[src/design/fcp_consts.vh]
/*
  constants for the flash command/status port controller: register map,
  flash command codes, operation codes, status and config bit positions,
  bus cycle timing. assumes a 25 MHz core clock.
*/
`ifndef FCP_CONSTS_VH
`define FCP_CONSTS_VH

// register map, byte addresses
`define FCP_REG_CTRL     8'h00
`define FCP_REG_ADDR     8'h04
`define FCP_REG_WDATA    8'h08
`define FCP_REG_CFG      8'h0C
`define FCP_REG_RESULT   8'h10
`define FCP_REG_STAT     8'h14

// flash command codes
`define FCP_CMD_ARRAY    8'hFF
`define FCP_CMD_IDENT    8'h90
`define FCP_CMD_STATUS   8'h70
`define FCP_CMD_CLEAR    8'h50
`define FCP_CMD_ERASE    8'h20
`define FCP_CMD_CONFIRM  8'hD0
`define FCP_CMD_SUSPEND  8'hB0
`define FCP_CMD_PROG     8'h40
`define FCP_CMD_PROG_ALT 8'h10

// operation codes, ctrl bits 3:0; raw code in ctrl bits 15:8
`define FCP_OP_ARRAY     4'h0
`define FCP_OP_IDENT     4'h1
`define FCP_OP_STATUS    4'h2
`define FCP_OP_CLEAR     4'h3
`define FCP_OP_ERASE     4'h4
`define FCP_OP_SUSPEND   4'h5
`define FCP_OP_RESUME    4'h6
`define FCP_OP_PROG      4'h7
`define FCP_OP_READ      4'h8
`define FCP_OP_RAW       4'h9

// flash status bits
`define FCP_SR_READY     7
`define FCP_SR_SUSP      6
`define FCP_SR_EFAIL     5
`define FCP_SR_PFAIL     4
`define FCP_SR_SUPPLY    3

// config register bits
`define FCP_CFG_BYTE     0
`define FCP_CFG_BOOT     1
`define FCP_CFG_UNLOCK   2
`define FCP_CFG_PWRDN    3
`define FCP_CFG_IDV      4
`define FCP_CFG_W        5

// stat register bits
`define FCP_ST_BUSY      0
`define FCP_ST_DONE      1
`define FCP_ST_REFUSED   2

// data line enables
`define FCP_DQ_OE_WORD   16'hFFFF
`define FCP_DQ_OE_BYTE   16'h80FF
`define FCP_DQ_OE_BRD    16'h8000

// timing
`define FCP_CLK_NS       40
`define FCP_T_SETUP_NS   40
`define FCP_T_WP_NS      50
`define FCP_T_ACC_NS     80
`define FCP_T_HOLD_NS    40
`define FCP_SYNC_CYC     3
`define FCP_T_SETUP_CYC  ((`FCP_T_SETUP_NS + `FCP_CLK_NS - 1) / `FCP_CLK_NS)
`define FCP_T_WP_CYC     ((`FCP_T_WP_NS + `FCP_CLK_NS - 1) / `FCP_CLK_NS)
`define FCP_T_ACC_CYC    ((`FCP_T_ACC_NS + `FCP_CLK_NS - 1) / `FCP_CLK_NS)
`define FCP_T_HOLD_CYC   ((`FCP_T_HOLD_NS + `FCP_CLK_NS - 1) / `FCP_CLK_NS)

`endif

[src/design/fcp_bus_cycle.v]
/*
  one asynchronous flash bus cycle, write or read, with setup, strobe and
  hold phases. assumes a synchronised reset and a 25 MHz clock.
*/
`timescale 1ns/1ns
`include "fcp_consts.vh"
module fcp_bus_cycle (
  // clock and reset
  input  wire        clk_i,
  input  wire        rst_n_i,
  // request
  input  wire        start_i,
  input  wire        read_i,
  input  wire [18:0] addr_i,
  input  wire [15:0] data_i,
  input  wire        byte_mode_i,
  output reg         done_o,
  output reg  [15:0] rdata_o,
  // flash pins
  input  wire [15:0] dq_i,
  output reg         ce_n_o,
  output reg         we_n_o,
  output reg         oe_n_o,
  output reg  [17:0] addr_o,
  output reg  [15:0] dq_o,
  output reg  [15:0] dq_oe_o
);
  localparam [1:0] C_IDLE  = 2'd0;
  localparam [1:0] C_SETUP = 2'd1;
  localparam [1:0] C_PULSE = 2'd2;
  localparam [1:0] C_HOLD  = 2'd3;
  localparam integer SETUP_N   = `FCP_T_SETUP_CYC;
  localparam integer WP_N      = `FCP_T_WP_CYC;
  localparam integer RD_N      = `FCP_T_ACC_CYC + `FCP_SYNC_CYC;
  localparam integer HOLD_N    = `FCP_T_HOLD_CYC;
  localparam [3:0]   SETUP_CYC = SETUP_N[3:0];
  localparam [3:0]   WP_CYC    = WP_N[3:0];
  localparam [3:0]   RD_CYC    = RD_N[3:0];
  localparam [3:0]   HOLD_CYC  = HOLD_N[3:0];

  reg [1:0]  st_r;
  reg [3:0]  cnt_r;
  reg        rd_r;
  reg        bm_r;
  wire [15:0] dq_mask;

  // lines 7:0 and line 15 in byte mode, or all 16 lines in word mode, take part in the settle test
  assign dq_mask = bm_r ? `FCP_DQ_OE_BYTE : `FCP_DQ_OE_WORD;
  reg [15:0] s1_r;
  reg [15:0] s2_r;
  reg [15:0] s3_r;

  // data line synchroniser
  always @(posedge clk_i or negedge rst_n_i) begin
    if (!rst_n_i) begin
      s1_r <= 16'h0000;
      s2_r <= 16'h0000;
      s3_r <= 16'h0000;
    end else begin
      s1_r <= dq_i;
      s2_r <= s1_r;
      s3_r <= s2_r;
    end
  end

  always @(posedge clk_i or negedge rst_n_i) begin
    if (!rst_n_i) begin
      st_r    <= C_IDLE;
      cnt_r   <= 4'h0;
      rd_r    <= 1'b0;
      bm_r    <= 1'b0;
      done_o  <= 1'b0;
      rdata_o <= 16'h0000;
      ce_n_o  <= 1'b1;
      we_n_o  <= 1'b1;
      oe_n_o  <= 1'b1;
      addr_o  <= 18'h00000;
      dq_o    <= 16'h0000;
      dq_oe_o <= 16'h0000;
    end else begin
      done_o <= 1'b0;
      case (st_r)
        C_IDLE: begin
          if (start_i) begin
            rd_r  <= read_i;
            bm_r  <= byte_mode_i;
            cnt_r <= SETUP_CYC - 4'h1;
            st_r  <= C_SETUP;
            if (byte_mode_i) begin
              addr_o  <= addr_i[18:1];
              dq_o    <= {addr_i[0], 7'h00, data_i[7:0]};
              dq_oe_o <= read_i ? `FCP_DQ_OE_BRD : `FCP_DQ_OE_BYTE;
            end else begin
              addr_o  <= addr_i[17:0];
              dq_o    <= data_i;
              dq_oe_o <= read_i ? 16'h0000 : `FCP_DQ_OE_WORD;
            end
          end
        end
        C_SETUP: begin
          if (cnt_r != 4'h0) begin
            cnt_r <= cnt_r - 4'h1;
          end else begin
            ce_n_o <= 1'b0;
            we_n_o <= rd_r;
            oe_n_o <= ~rd_r;
            cnt_r  <= rd_r ? RD_CYC - 4'h1 : WP_CYC - 4'h1;
            st_r   <= C_PULSE;
          end
        end
        C_PULSE: begin
          if (cnt_r != 4'h0) begin
            cnt_r <= cnt_r - 4'h1;
          end else if (!rd_r || ((s2_r ^ s3_r) & dq_mask) == 16'h0000) begin
            if (rd_r) begin
              rdata_o <= s3_r;
            end
            ce_n_o <= 1'b1;
            we_n_o <= 1'b1;
            oe_n_o <= 1'b1;
            cnt_r  <= HOLD_CYC - 4'h1;
            st_r   <= C_HOLD;
          end
        end
        C_HOLD: begin
          if (cnt_r != 4'h0) begin
            cnt_r <= cnt_r - 4'h1;
          end else begin
            dq_oe_o <= 16'h0000;
            done_o  <= 1'b1;
            st_r    <= C_IDLE;
          end
        end
        default: begin
          st_r <= C_IDLE;
        end
      endcase
    end
  end
endmodule

[src/design/fcp_host.v]
/*
  host controller for an asynchronous boot-block flash: takes operations
  from a simple register port and runs the command, program, erase and
  status polling sequences on the flash pins. assumes one 25 MHz clock;
  flash pins reach the device directly, dq is joined from dq_o/dq_oe_o.
*/
// The address-and-strobe port and the placing of the registers are this design's own decisions.
`timescale 1ns/1ns
`include "fcp_consts.vh"
module fcp_host (
  // clock and reset
  input  wire        core_clk_i,
  input  wire        rst_n_i,
  // register port
  input  wire [7:0]  reg_addr_i,
  input  wire [31:0] reg_wdata_i,
  input  wire        reg_wr_i,
  input  wire        reg_rd_i,
  output reg  [31:0] reg_rdata_o,
  // flash bus
  output wire        flash_ce_n_o,
  output wire        flash_we_n_o,
  output wire        flash_oe_n_o,
  output wire [17:0] flash_addr_o,
  output wire [15:0] flash_dq_o,
  output wire [15:0] flash_dq_oe_o,
  input  wire [15:0] flash_dq_i,
  // flash control pins
  output reg         flash_byte_n_o,
  output reg         reset_powerdown_n_o,
  output reg         unlock_voltage_o,
  output reg         flash_protect_override_o,
  output reg         program_supply_high_o,
  output reg         id_entry_voltage_o
);
  localparam [2:0] S_IDLE  = 3'd0;
  localparam [2:0] S_LAUNCH = 3'd1;
  localparam [2:0] S_WAIT  = 3'd2;
  localparam [1:0] STEP_A  = 2'd0;
  localparam [1:0] STEP_B  = 2'd1;
  localparam [1:0] STEP_P  = 2'd2;

  reg                 rs1_r;
  reg                 rst_n_r;
  reg [2:0]           st_r;
  reg [1:0]           step_r;
  reg [3:0]           op_r;
  reg [7:0]           raw_r;
  reg [18:0]          addr_r;
  reg [15:0]          wdata_r;
  reg [`FCP_CFG_W-1:0] cfg_r;
  reg [15:0]          result_r;
  reg [7:0]           fstat_r;
  reg                 busy_r;
  reg                 done_r;
  reg                 refused_r;
  reg                 cyc_start_r;
  reg                 cyc_read;
  reg [18:0]          cyc_addr;
  reg [15:0]          cyc_data;
  wire                cyc_done;
  wire [15:0]         cyc_rdata;
  wire                ctrl_wr;
  wire                op_ok;

  // listed command codes only
  function cmd_ok;
    input [7:0] c;
    begin
      case (c)
        `FCP_CMD_ARRAY, `FCP_CMD_IDENT, `FCP_CMD_STATUS, `FCP_CMD_CLEAR,
        `FCP_CMD_ERASE, `FCP_CMD_CONFIRM, `FCP_CMD_SUSPEND,
        `FCP_CMD_PROG, `FCP_CMD_PROG_ALT: cmd_ok = 1'b1;
        default: cmd_ok = 1'b0;
      endcase
    end
  endfunction

  // operations that end by polling until ready
  function needs_poll;
    input [3:0] op;
    begin
      needs_poll = (op == `FCP_OP_ERASE) || (op == `FCP_OP_SUSPEND) ||
                   (op == `FCP_OP_RESUME) || (op == `FCP_OP_PROG);
    end
  endfunction

  // operations that run the program/erase engine
  function needs_supply;
    input [3:0] op;
    begin
      needs_supply = (op == `FCP_OP_ERASE) || (op == `FCP_OP_RESUME) ||
                     (op == `FCP_OP_PROG);
    end
  endfunction

  // operations with a second bus cycle
  function has_second;
    input [3:0] op;
    begin
      has_second = (op == `FCP_OP_IDENT) || (op == `FCP_OP_STATUS) ||
                   (op == `FCP_OP_ERASE) || (op == `FCP_OP_PROG);
    end
  endfunction

  // reset release
  always @(posedge core_clk_i or negedge rst_n_i) begin
    if (!rst_n_i) begin
      rs1_r   <= 1'b0;
      rst_n_r <= 1'b0;
    end else begin
      rs1_r   <= 1'b1;
      rst_n_r <= rs1_r;
    end
  end

  assign ctrl_wr = reg_wr_i && (reg_addr_i == `FCP_REG_CTRL);
  assign op_ok   = (reg_wdata_i[3:0] <= `FCP_OP_RAW) &&
                   ((reg_wdata_i[3:0] != `FCP_OP_RAW) || cmd_ok(reg_wdata_i[15:8])) &&
                   (!needs_supply(reg_wdata_i[3:0]) || !fstat_r[`FCP_SR_SUPPLY]);

  // cycle contents per operation and step
  always @* begin
    cyc_read = 1'b0;
    cyc_addr = addr_r;
    cyc_data = 16'h0000;
    if (step_r == STEP_P) begin
      cyc_read = 1'b1;
    end else if (step_r == STEP_B) begin
      case (op_r)
        `FCP_OP_ERASE: cyc_data = {8'h00, `FCP_CMD_CONFIRM};
        `FCP_OP_PROG:  cyc_data = wdata_r;
        default:       cyc_read = 1'b1;
      endcase
    end else begin
      case (op_r)
        `FCP_OP_ARRAY:   cyc_data = {8'h00, `FCP_CMD_ARRAY};
        `FCP_OP_IDENT:   cyc_data = {8'h00, `FCP_CMD_IDENT};
        `FCP_OP_STATUS:  cyc_data = {8'h00, `FCP_CMD_STATUS};
        `FCP_OP_CLEAR:   cyc_data = {8'h00, `FCP_CMD_CLEAR};
        `FCP_OP_ERASE:   cyc_data = {8'h00, `FCP_CMD_ERASE};
        `FCP_OP_SUSPEND: cyc_data = {8'h00, `FCP_CMD_SUSPEND};
        `FCP_OP_RESUME:  cyc_data = {8'h00, `FCP_CMD_CONFIRM};
        `FCP_OP_PROG:    cyc_data = {8'h00, `FCP_CMD_PROG};
        `FCP_OP_READ:    cyc_read = 1'b1;
        default:         cyc_data = {8'h00, raw_r};
      endcase
    end
  end

  // registers and sequencer
  always @(posedge core_clk_i or negedge rst_n_r) begin
    if (!rst_n_r) begin
      st_r        <= S_IDLE;
      step_r      <= STEP_A;
      op_r        <= `FCP_OP_ARRAY;
      raw_r       <= 8'h00;
      addr_r      <= 19'h00000;
      wdata_r     <= 16'h0000;
      cfg_r       <= {`FCP_CFG_W{1'b0}};
      result_r    <= 16'h0000;
      fstat_r     <= 8'h00;
      busy_r      <= 1'b0;
      done_r      <= 1'b0;
      refused_r   <= 1'b0;
      cyc_start_r <= 1'b0;
    end else begin
      cyc_start_r <= 1'b0;
      if (reg_wr_i) begin
        case (reg_addr_i)
          `FCP_REG_ADDR:  addr_r  <= reg_wdata_i[18:0];
          `FCP_REG_WDATA: wdata_r <= reg_wdata_i[15:0];
          `FCP_REG_CFG:   cfg_r   <= reg_wdata_i[`FCP_CFG_W-1:0];
          default: ;
        endcase
      end
      if (ctrl_wr && (busy_r || !op_ok)) begin
        refused_r <= 1'b1;
      end
      case (st_r)
        S_IDLE: begin
          if (ctrl_wr && op_ok) begin
            op_r      <= reg_wdata_i[3:0];
            raw_r     <= reg_wdata_i[15:8];
            busy_r    <= 1'b1;
            done_r    <= 1'b0;
            refused_r <= 1'b0;
            if (reg_wdata_i[3:0] == `FCP_OP_CLEAR) begin
              fstat_r[`FCP_SR_EFAIL:`FCP_SR_SUPPLY] <= 3'h0;
            end
            step_r    <= STEP_A;
            st_r      <= S_LAUNCH;
          end
        end
        S_LAUNCH: begin
          cyc_start_r <= 1'b1;
          st_r        <= S_WAIT;
        end
        S_WAIT: begin
          if (cyc_done) begin
            if (cyc_read) begin
              result_r <= cyc_rdata;
            end
            if (step_r == STEP_P || (step_r == STEP_B && op_r == `FCP_OP_STATUS)) begin
              fstat_r <= cyc_rdata[7:0];
            end
            if (step_r == STEP_A && has_second(op_r)) begin
              step_r <= STEP_B;
              st_r   <= S_LAUNCH;
            end else if (step_r != STEP_P && needs_poll(op_r)) begin
              step_r <= STEP_P;
              st_r   <= S_LAUNCH;
            end else if (step_r == STEP_P && !cyc_rdata[`FCP_SR_READY]) begin
              st_r <= S_LAUNCH;
            end else begin
              busy_r <= 1'b0;
              done_r <= 1'b1;
              st_r   <= S_IDLE;
            end
          end
        end
        default: begin
          st_r <= S_IDLE;
        end
      endcase
    end
  end

  // pin levels and read data
  always @(posedge core_clk_i or negedge rst_n_r) begin
    if (!rst_n_r) begin
      flash_byte_n_o           <= 1'b1;
      reset_powerdown_n_o      <= 1'b0;
      unlock_voltage_o         <= 1'b0;
      flash_protect_override_o <= 1'b0;
      program_supply_high_o    <= 1'b0;
      id_entry_voltage_o       <= 1'b0;
      reg_rdata_o              <= 32'h00000000;
    end else begin
      flash_byte_n_o      <= ~cfg_r[`FCP_CFG_BYTE];
      reset_powerdown_n_o <= ~cfg_r[`FCP_CFG_PWRDN];
      id_entry_voltage_o  <= cfg_r[`FCP_CFG_IDV];
      program_supply_high_o <= busy_r && needs_supply(op_r);
      unlock_voltage_o <= busy_r && needs_supply(op_r) &&
                          cfg_r[`FCP_CFG_BOOT] && cfg_r[`FCP_CFG_UNLOCK];
      flash_protect_override_o <= busy_r && needs_supply(op_r) &&
                                  cfg_r[`FCP_CFG_BOOT] && !cfg_r[`FCP_CFG_UNLOCK];
      reg_rdata_o <= 32'h00000000;
      if (reg_rd_i) begin
        case (reg_addr_i)
          `FCP_REG_ADDR:   reg_rdata_o <= {13'h0000, addr_r};
          `FCP_REG_WDATA:  reg_rdata_o <= {16'h0000, wdata_r};
          `FCP_REG_CFG:    reg_rdata_o <= {27'h0000000, cfg_r};
          `FCP_REG_RESULT: reg_rdata_o <= {16'h0000, result_r};
          `FCP_REG_STAT:   reg_rdata_o <= {16'h0000, fstat_r, 5'h00,
                                           refused_r, done_r, busy_r};
          default:         reg_rdata_o <= 32'h00000000;
        endcase
      end
    end
  end

  fcp_bus_cycle u_cycle (
    .clk_i       (core_clk_i),
    .rst_n_i     (rst_n_r),
    .start_i     (cyc_start_r),
    .read_i      (cyc_read),
    .addr_i      (cyc_addr),
    .data_i      (cyc_data),
    .byte_mode_i (cfg_r[`FCP_CFG_BYTE]),
    .done_o      (cyc_done),
    .rdata_o     (cyc_rdata),
    .dq_i        (flash_dq_i),
    .ce_n_o      (flash_ce_n_o),
    .we_n_o      (flash_we_n_o),
    .oe_n_o      (flash_oe_n_o),
    .addr_o      (flash_addr_o),
    .dq_o        (flash_dq_o),
    .dq_oe_o     (flash_dq_oe_o)
  );
endmodule

[config.mk]
export PLATFORM = sky130hd
export DESIGN_NAME = fcp_host
export DESIGN_NICKNAME = d
export VERILOG_FILES = /design/src/design/fcp_bus_cycle.v /design/src/design/fcp_host.v
export VERILOG_INCLUDE_DIRS = /design/src /design/src/design
export SDC_FILE = /design/constraint.sdc
export NUM_CORES = 1
export LEC_CHECK = 0
export ABC_AREA = 1
export BUFFER_PORTS_ARGS = -buffer_cell sky130_fd_sc_hd__buf_2
export CAP_MARGIN = 20
export CORE_MARGIN = 2
export CORE_UTILIZATION = 45
export CTS_CLUSTER_DIAMETER = 60
export CTS_CLUSTER_SIZE = 12
export DETAILED_ROUTE_END_ITERATION = 10
export GPL_TIMING_DRIVEN = 0
export PLACE_DENSITY = 0.72
export RECOVER_POWER = 50
export SLEW_MARGIN = 20
export SYNTH_ARGS = -nofsm -noshare
export SYNTH_HDL_FRONTEND = slang
export SYNTH_SLANG_ARGS = --single-unit
[constraint.sdc]
create_clock -name core_clk_i -period 8.2 [get_ports core_clk_i]
set_clock_uncertainty 0.05 [all_clocks]
set_input_delay 0.41 -clock core_clk_i [delete_from_list [all_inputs] [get_ports core_clk_i]]
set_output_delay 0.41 -clock core_clk_i [all_outputs]
set_load 0.01 [all_outputs]
* After elaboration in Yosys (flattened, before gate mapping)
Index checks and enable logic that the tools add are counted.
Cells by class: $add $sub $neg 1, $lt $le $gt $ge 1, equal/unequal tests 50, multiplexer cells 75, bitwise logic cells 6, reduce and logical (&&, ||, !) cells 62
Operators by type and width (number):
- 16-bit two-way mux | 7
- 19-bit case mux with 5 select lines | 1
- 8-bit case mux with 9 select lines | 1
- 16-bit case mux with 2 select lines | 2
- 8-bit equality test (second input constant) | 4
- 4-bit by 3-bit equality test with 1-bit output (second input constant) | 7
- 1-bit two-way mux | 27
- 8-bit by 5-bit equality test with 1-bit output (second input constant) | 3
- 8-bit by 7-bit equality test with 1-bit output (second input constant) | 3
- 2-bit inequality test (second input constant) | 11
- 3-bit two-way mux | 7
- 4-bit two-way mux | 5
- 19-bit two-way mux | 1
- 18-bit two-way mux | 1
- 2-bit two-way mux | 9
- 16-bit bitwise AND | 1
- 8-bit by 4-bit equality test with 1-bit output (second input constant) | 2
- 16-bit logical NOT | 1
- 4-bit case mux with 4 select lines | 1
- 16-bit bitwise XOR | 1
- 1-bit logical OR | 15
- 15-bit two-way mux | 1
- 1-bit logical AND | 13
- 4-bit by 2-bit equality test with 1-bit output (second input constant) | 3
- 36 further kinds | 68
Word-level totals: register bits 251, input port bits 60, logic and storage cells 233

* Longest topological paths before layout
depth in word-level cells 12, depth in mapped cells 13, gate-level depth less buffers 12

* Hierarchy
From an unflattened synthesis, not the netlist that was laid out.
Unflattened totals: cells, all modules 1099, area, all modules 9922.0 sq um
Modules (own cells, without submodules):
- fcp_host | instances 1, cells each 649, area an instance 5378.9 sq um, sequential area each 2778.9 sq um
- fcp_bus_cycle | instances 1, cells each 450, area an instance 4543.1 sq um, sequential area each 2831.5 sq um

* Worst setup path before layout
OpenSTA, ideal clock, no wires.
path type input port to flip-flop, start point in reg_addr_i[1], end point reg addr_r[5], data arrival time 1.426 ns, required time 8.020 ns, slack 6.594 ns, stages 10, buffers on the path 2, cell sequence nor2_2 > nand2_1 > nor2_1 > nand2_1 > inv_2 > nand2_1 > buf_2 > buf_2 > nand2_1 > o21ai_0
On the way: cells in the longest elaborated chain, start to end 2
RTL lines:
- start, declared | RTL line fcp_host.v:15 | input wire [7:0] reg_addr_i,
- 8-bit by 3-bit equality test with 1-bit output | RTL line fcp_host.v:170 | case (reg_addr_i)
- 2-bit AND reduction (no line)
- end signal, assigned | RTL line fcp_host.v:171 | `FCP_REG_ADDR: addr_r <= reg_wdata_i[18:0];
- end, declared | RTL line fcp_host.v:49 | reg [18:0] addr_r;
Every way passes these cells. A chain may end at the register's enable or synchronous reset.

==> impl_metrics.csv <==
group,metric,value,unit
run_status,status,"finished, violations left",
run_status,violations,"max-capacitance violations, max-slew violations",
synthesis,syn_area_per_cell,8.811,sq um
worst_setup_path,cp-start-kind,"flip-flop",
synthesis,synth_area_leader_cell,"dfrtp_1",
synthesis,synthTopCellsByArea,"dfrtp_1, nand2_1, o21ai_0",
clocking,clockBufferDepth,3,
timing,min_period,3711,ps
worst_setup_path,crit_required,8830,ps
clocking,tritoncts,"done",
synthesis,synth_flop_cell,"dfrtp_1",
timing,setup_violations,0,
layout,utilization,0.5454,
layout,drive_gt1_frac,0.1216,
synthesis,ys_types,38,
timing,hold_violations,0,
die,ioPinCount,151,
grt,overflow,0,
synthesis,synth_top_cell_area_share,0.5764,
routing,drc_errors,0,
routing,drt-pass1-iter-count,5,
synthesis,synth_edf_count,0,
worst_setup_path,path_max_fanout,55,
timing,fmax,269.5,MHz
grt,first_global_vias,7340,
grt,grt_pass1_wl,36.89,mm
layout,synthToLayoutAreaGrowth,19.65,%
synthesis,netlist_area,9552,sq um
grt,grt_max_degree,56,
synthesis,ys_ff_latch,224,
routing,final_antenna_net_count,0,
routing,wl_per_cell,14.70,um
pwr,powerDensity,240.3,nW/um^2
clocking,clk_transition_reported_paths,70,ps
routing,drt_iter0_drc,645,
placement,postPlaceCellArea,10680,sq um
routing,wirelength,22.94,mm
clocking,clkSinkCount,224,
grt,grt_antenna_before_repair,2,
worst_setup_path,critical_path_arrival,4350,ps
routing,viasPerCell,4.956,
timing,fin_setup_tns,0,ps
routing,vias,7732,
pwr,leakage,5.610,nW
placement,hpwl,16.99,mm
die,die_w,149.7,um
clocking,insertion_delay,520,ps
clocking,h-tree-depth,1,
synthesis,yosysWarnings,0,
die,die_h,149.7,um
timing,max_slew_margin,-0.7692,
placement,dp_cells,1499,
layout,final_cells,1560,
timing,rsz0062_at_grt,"no",
clocking,cts_root_buffer,"clkbuf_16",
die,start_util,0.4558,
layout,final_area,11430,sq um
pwr,ir_drop,0.0001544,V
worst_setup_path,timing.reg2reg.setup_slack,4490,ps
timing,period_share,0.4525,
die,core,20960,sq um
timing,drv_slew,50,
clocking,numCtsBuffers,23,
clocking,post_cts_buffers,0,
placement,port_buffers,124,
hold_path,hold_path.class,"in2reg",
synthesis,syn_inst,1084,
grt,grtUsageTotal,0.2072,
layout,nets,1333,
placement,place_congestion,0.9288,
synthesis,ys_seq_area_frac,0.5874,
flow_run,cap_viol_max_count,1,
worst_setup_path,path_class,"reg2async",
die,die_area,22410,sq um
die,row_count,53,
worst_setup_path,critPathCaptureType,"asynchronous set/reset pin",
synthesis,async_flop_share,1.000,
timing,tightest_slew,2654,ps
[per-stage QoR]
step                      worst slack, ps  hold slack (ps)  power [mW]
after global placement             -811.6            145.2       1.758
after floorplan                      1453            64.41       1.614
after CTS                            6101            103.4       2.782
after global routing                 3713            106.2       2.900
after detailed placement             6115            145.4       1.782
final                                4489            103.5       2.747
[worst max-delay path, stage by stage (launching register included)]
cell      delay (ps)
dfrtp_1          960
clkbuf_1        1950
buf_16           290
buf_16           290
buf_16           290
[report_power, final]
group	internal (mW)	leakage, nW	switching, mW	total, mW
clock	0.574	0.336	0.416	0.990
combinational	0.166	2.45	0.296	0.462
sequential	1.22	2.82	0.0780	1.29
total	1.96	5.61	0.791	2.75
[registers in the layout, summed over array words and instances (netlist names), 2 cells and up]
signal,count
u_cycle.s1_r,16
addr_r,19
cfg_r,5
u_cycle.s3_r,16
u_cycle.st_r,2
raw_r,8
u_cycle.rdata_o,16
u_cycle.cnt_r,4
u_cycle.dq_o,16
u_cycle.dq_oe_o,3
result_r,16
u_cycle.addr_o,18
reg_rdata_o,19
fstat_r,8
step_r,2
st_r,2
op_r,4
wdata_r,16
u_cycle.s2_r,16
[repair_timing]
item                                   CTS  global route
hold buffers                            17             0
gates resized for setup                  0             0
endpoints found under the hold margin   18             0
[per-layer routing]
layer	wire length, um	part of all wire	vias up	GRT usage
li1	-	-	3790	-
met5	0	0	-	0
met4	886	0.039	0	0.08255
met3	1341	0.058	49	0.03506
met1	9964	0.43	3643	0.2757
met2	10740	0.47	250	0.3404
[cells in the mapped netlist (all sizes together), types with 2 or more instances]
library cell  count
dfstp             4
o22ai             5
a21oi            60
conb              2
a41oi             5
dfrtp           220
nand4            11
or2               3
buf              41
o221ai            4
nand3            45
inv             116
o211ai            3
clkbuf           16
xnor2             5
nor3              2
o21ai           117
nand2           334
xor2              2
ha                7
nor2             77
[area by class of cell]
type | count | area (sq um)
fillers | 1956 | 9527
flip-flops and latches | 224 | 5610
multi-input cells | 698 | 3191
repair buffers | 145 | 803.3
clock buffers | 38 | 651.9
inverters | 117 | 439.2
well taps | 275 | 344.1
plain buffers | 57 | 332.8
clock inverters | 4 | 51.30
diodes | 2 | 5.005
[path summary, 6_finish.rpt]
check | startpoint | end | depth (start not counted)
min reg2reg | u_cycle.s1_r[15] | u_cycle.s2_r[15] | 0
max | rst_n_r | id_entry_voltage_o | 4
min | reg_wdata_i[16] | addr_r[16] | 3
max reg2reg | rst_n_r | id_entry_voltage_o | 4
min in group asynchronous | rst_n_i | rs1_r | 2
max in group core_clk_i | u_cycle.st_r[0] | u_cycle.dq_o[13] | 7
[placed cells by master, fill, tap and decap left out, drive strengths merged, types with 7 or more instances in the layout]
cell type	n
inv	117
nand4	11
buf	104
ha	7
dlygate4sd3	17
conb	14
dfrtp	220
nand2	334
clkbuf	119
a21oi	60
nor2	77
nand3	45
o21ai	117
[cell families after synthesis]
logic type                 Yosys count  share of synthesized area
AOI/OAI and AO/OA                  197                     0.1138
buffers and inverters              174                    0.08279
adders and majority gates            7                   0.009169
other                                2                  0.0007863
DFF                                224                     0.5874
and+or+nand+nor                    473                     0.1996
xor gates and xnor gates             7                   0.006419
Power figures use the tool's default switching activity.
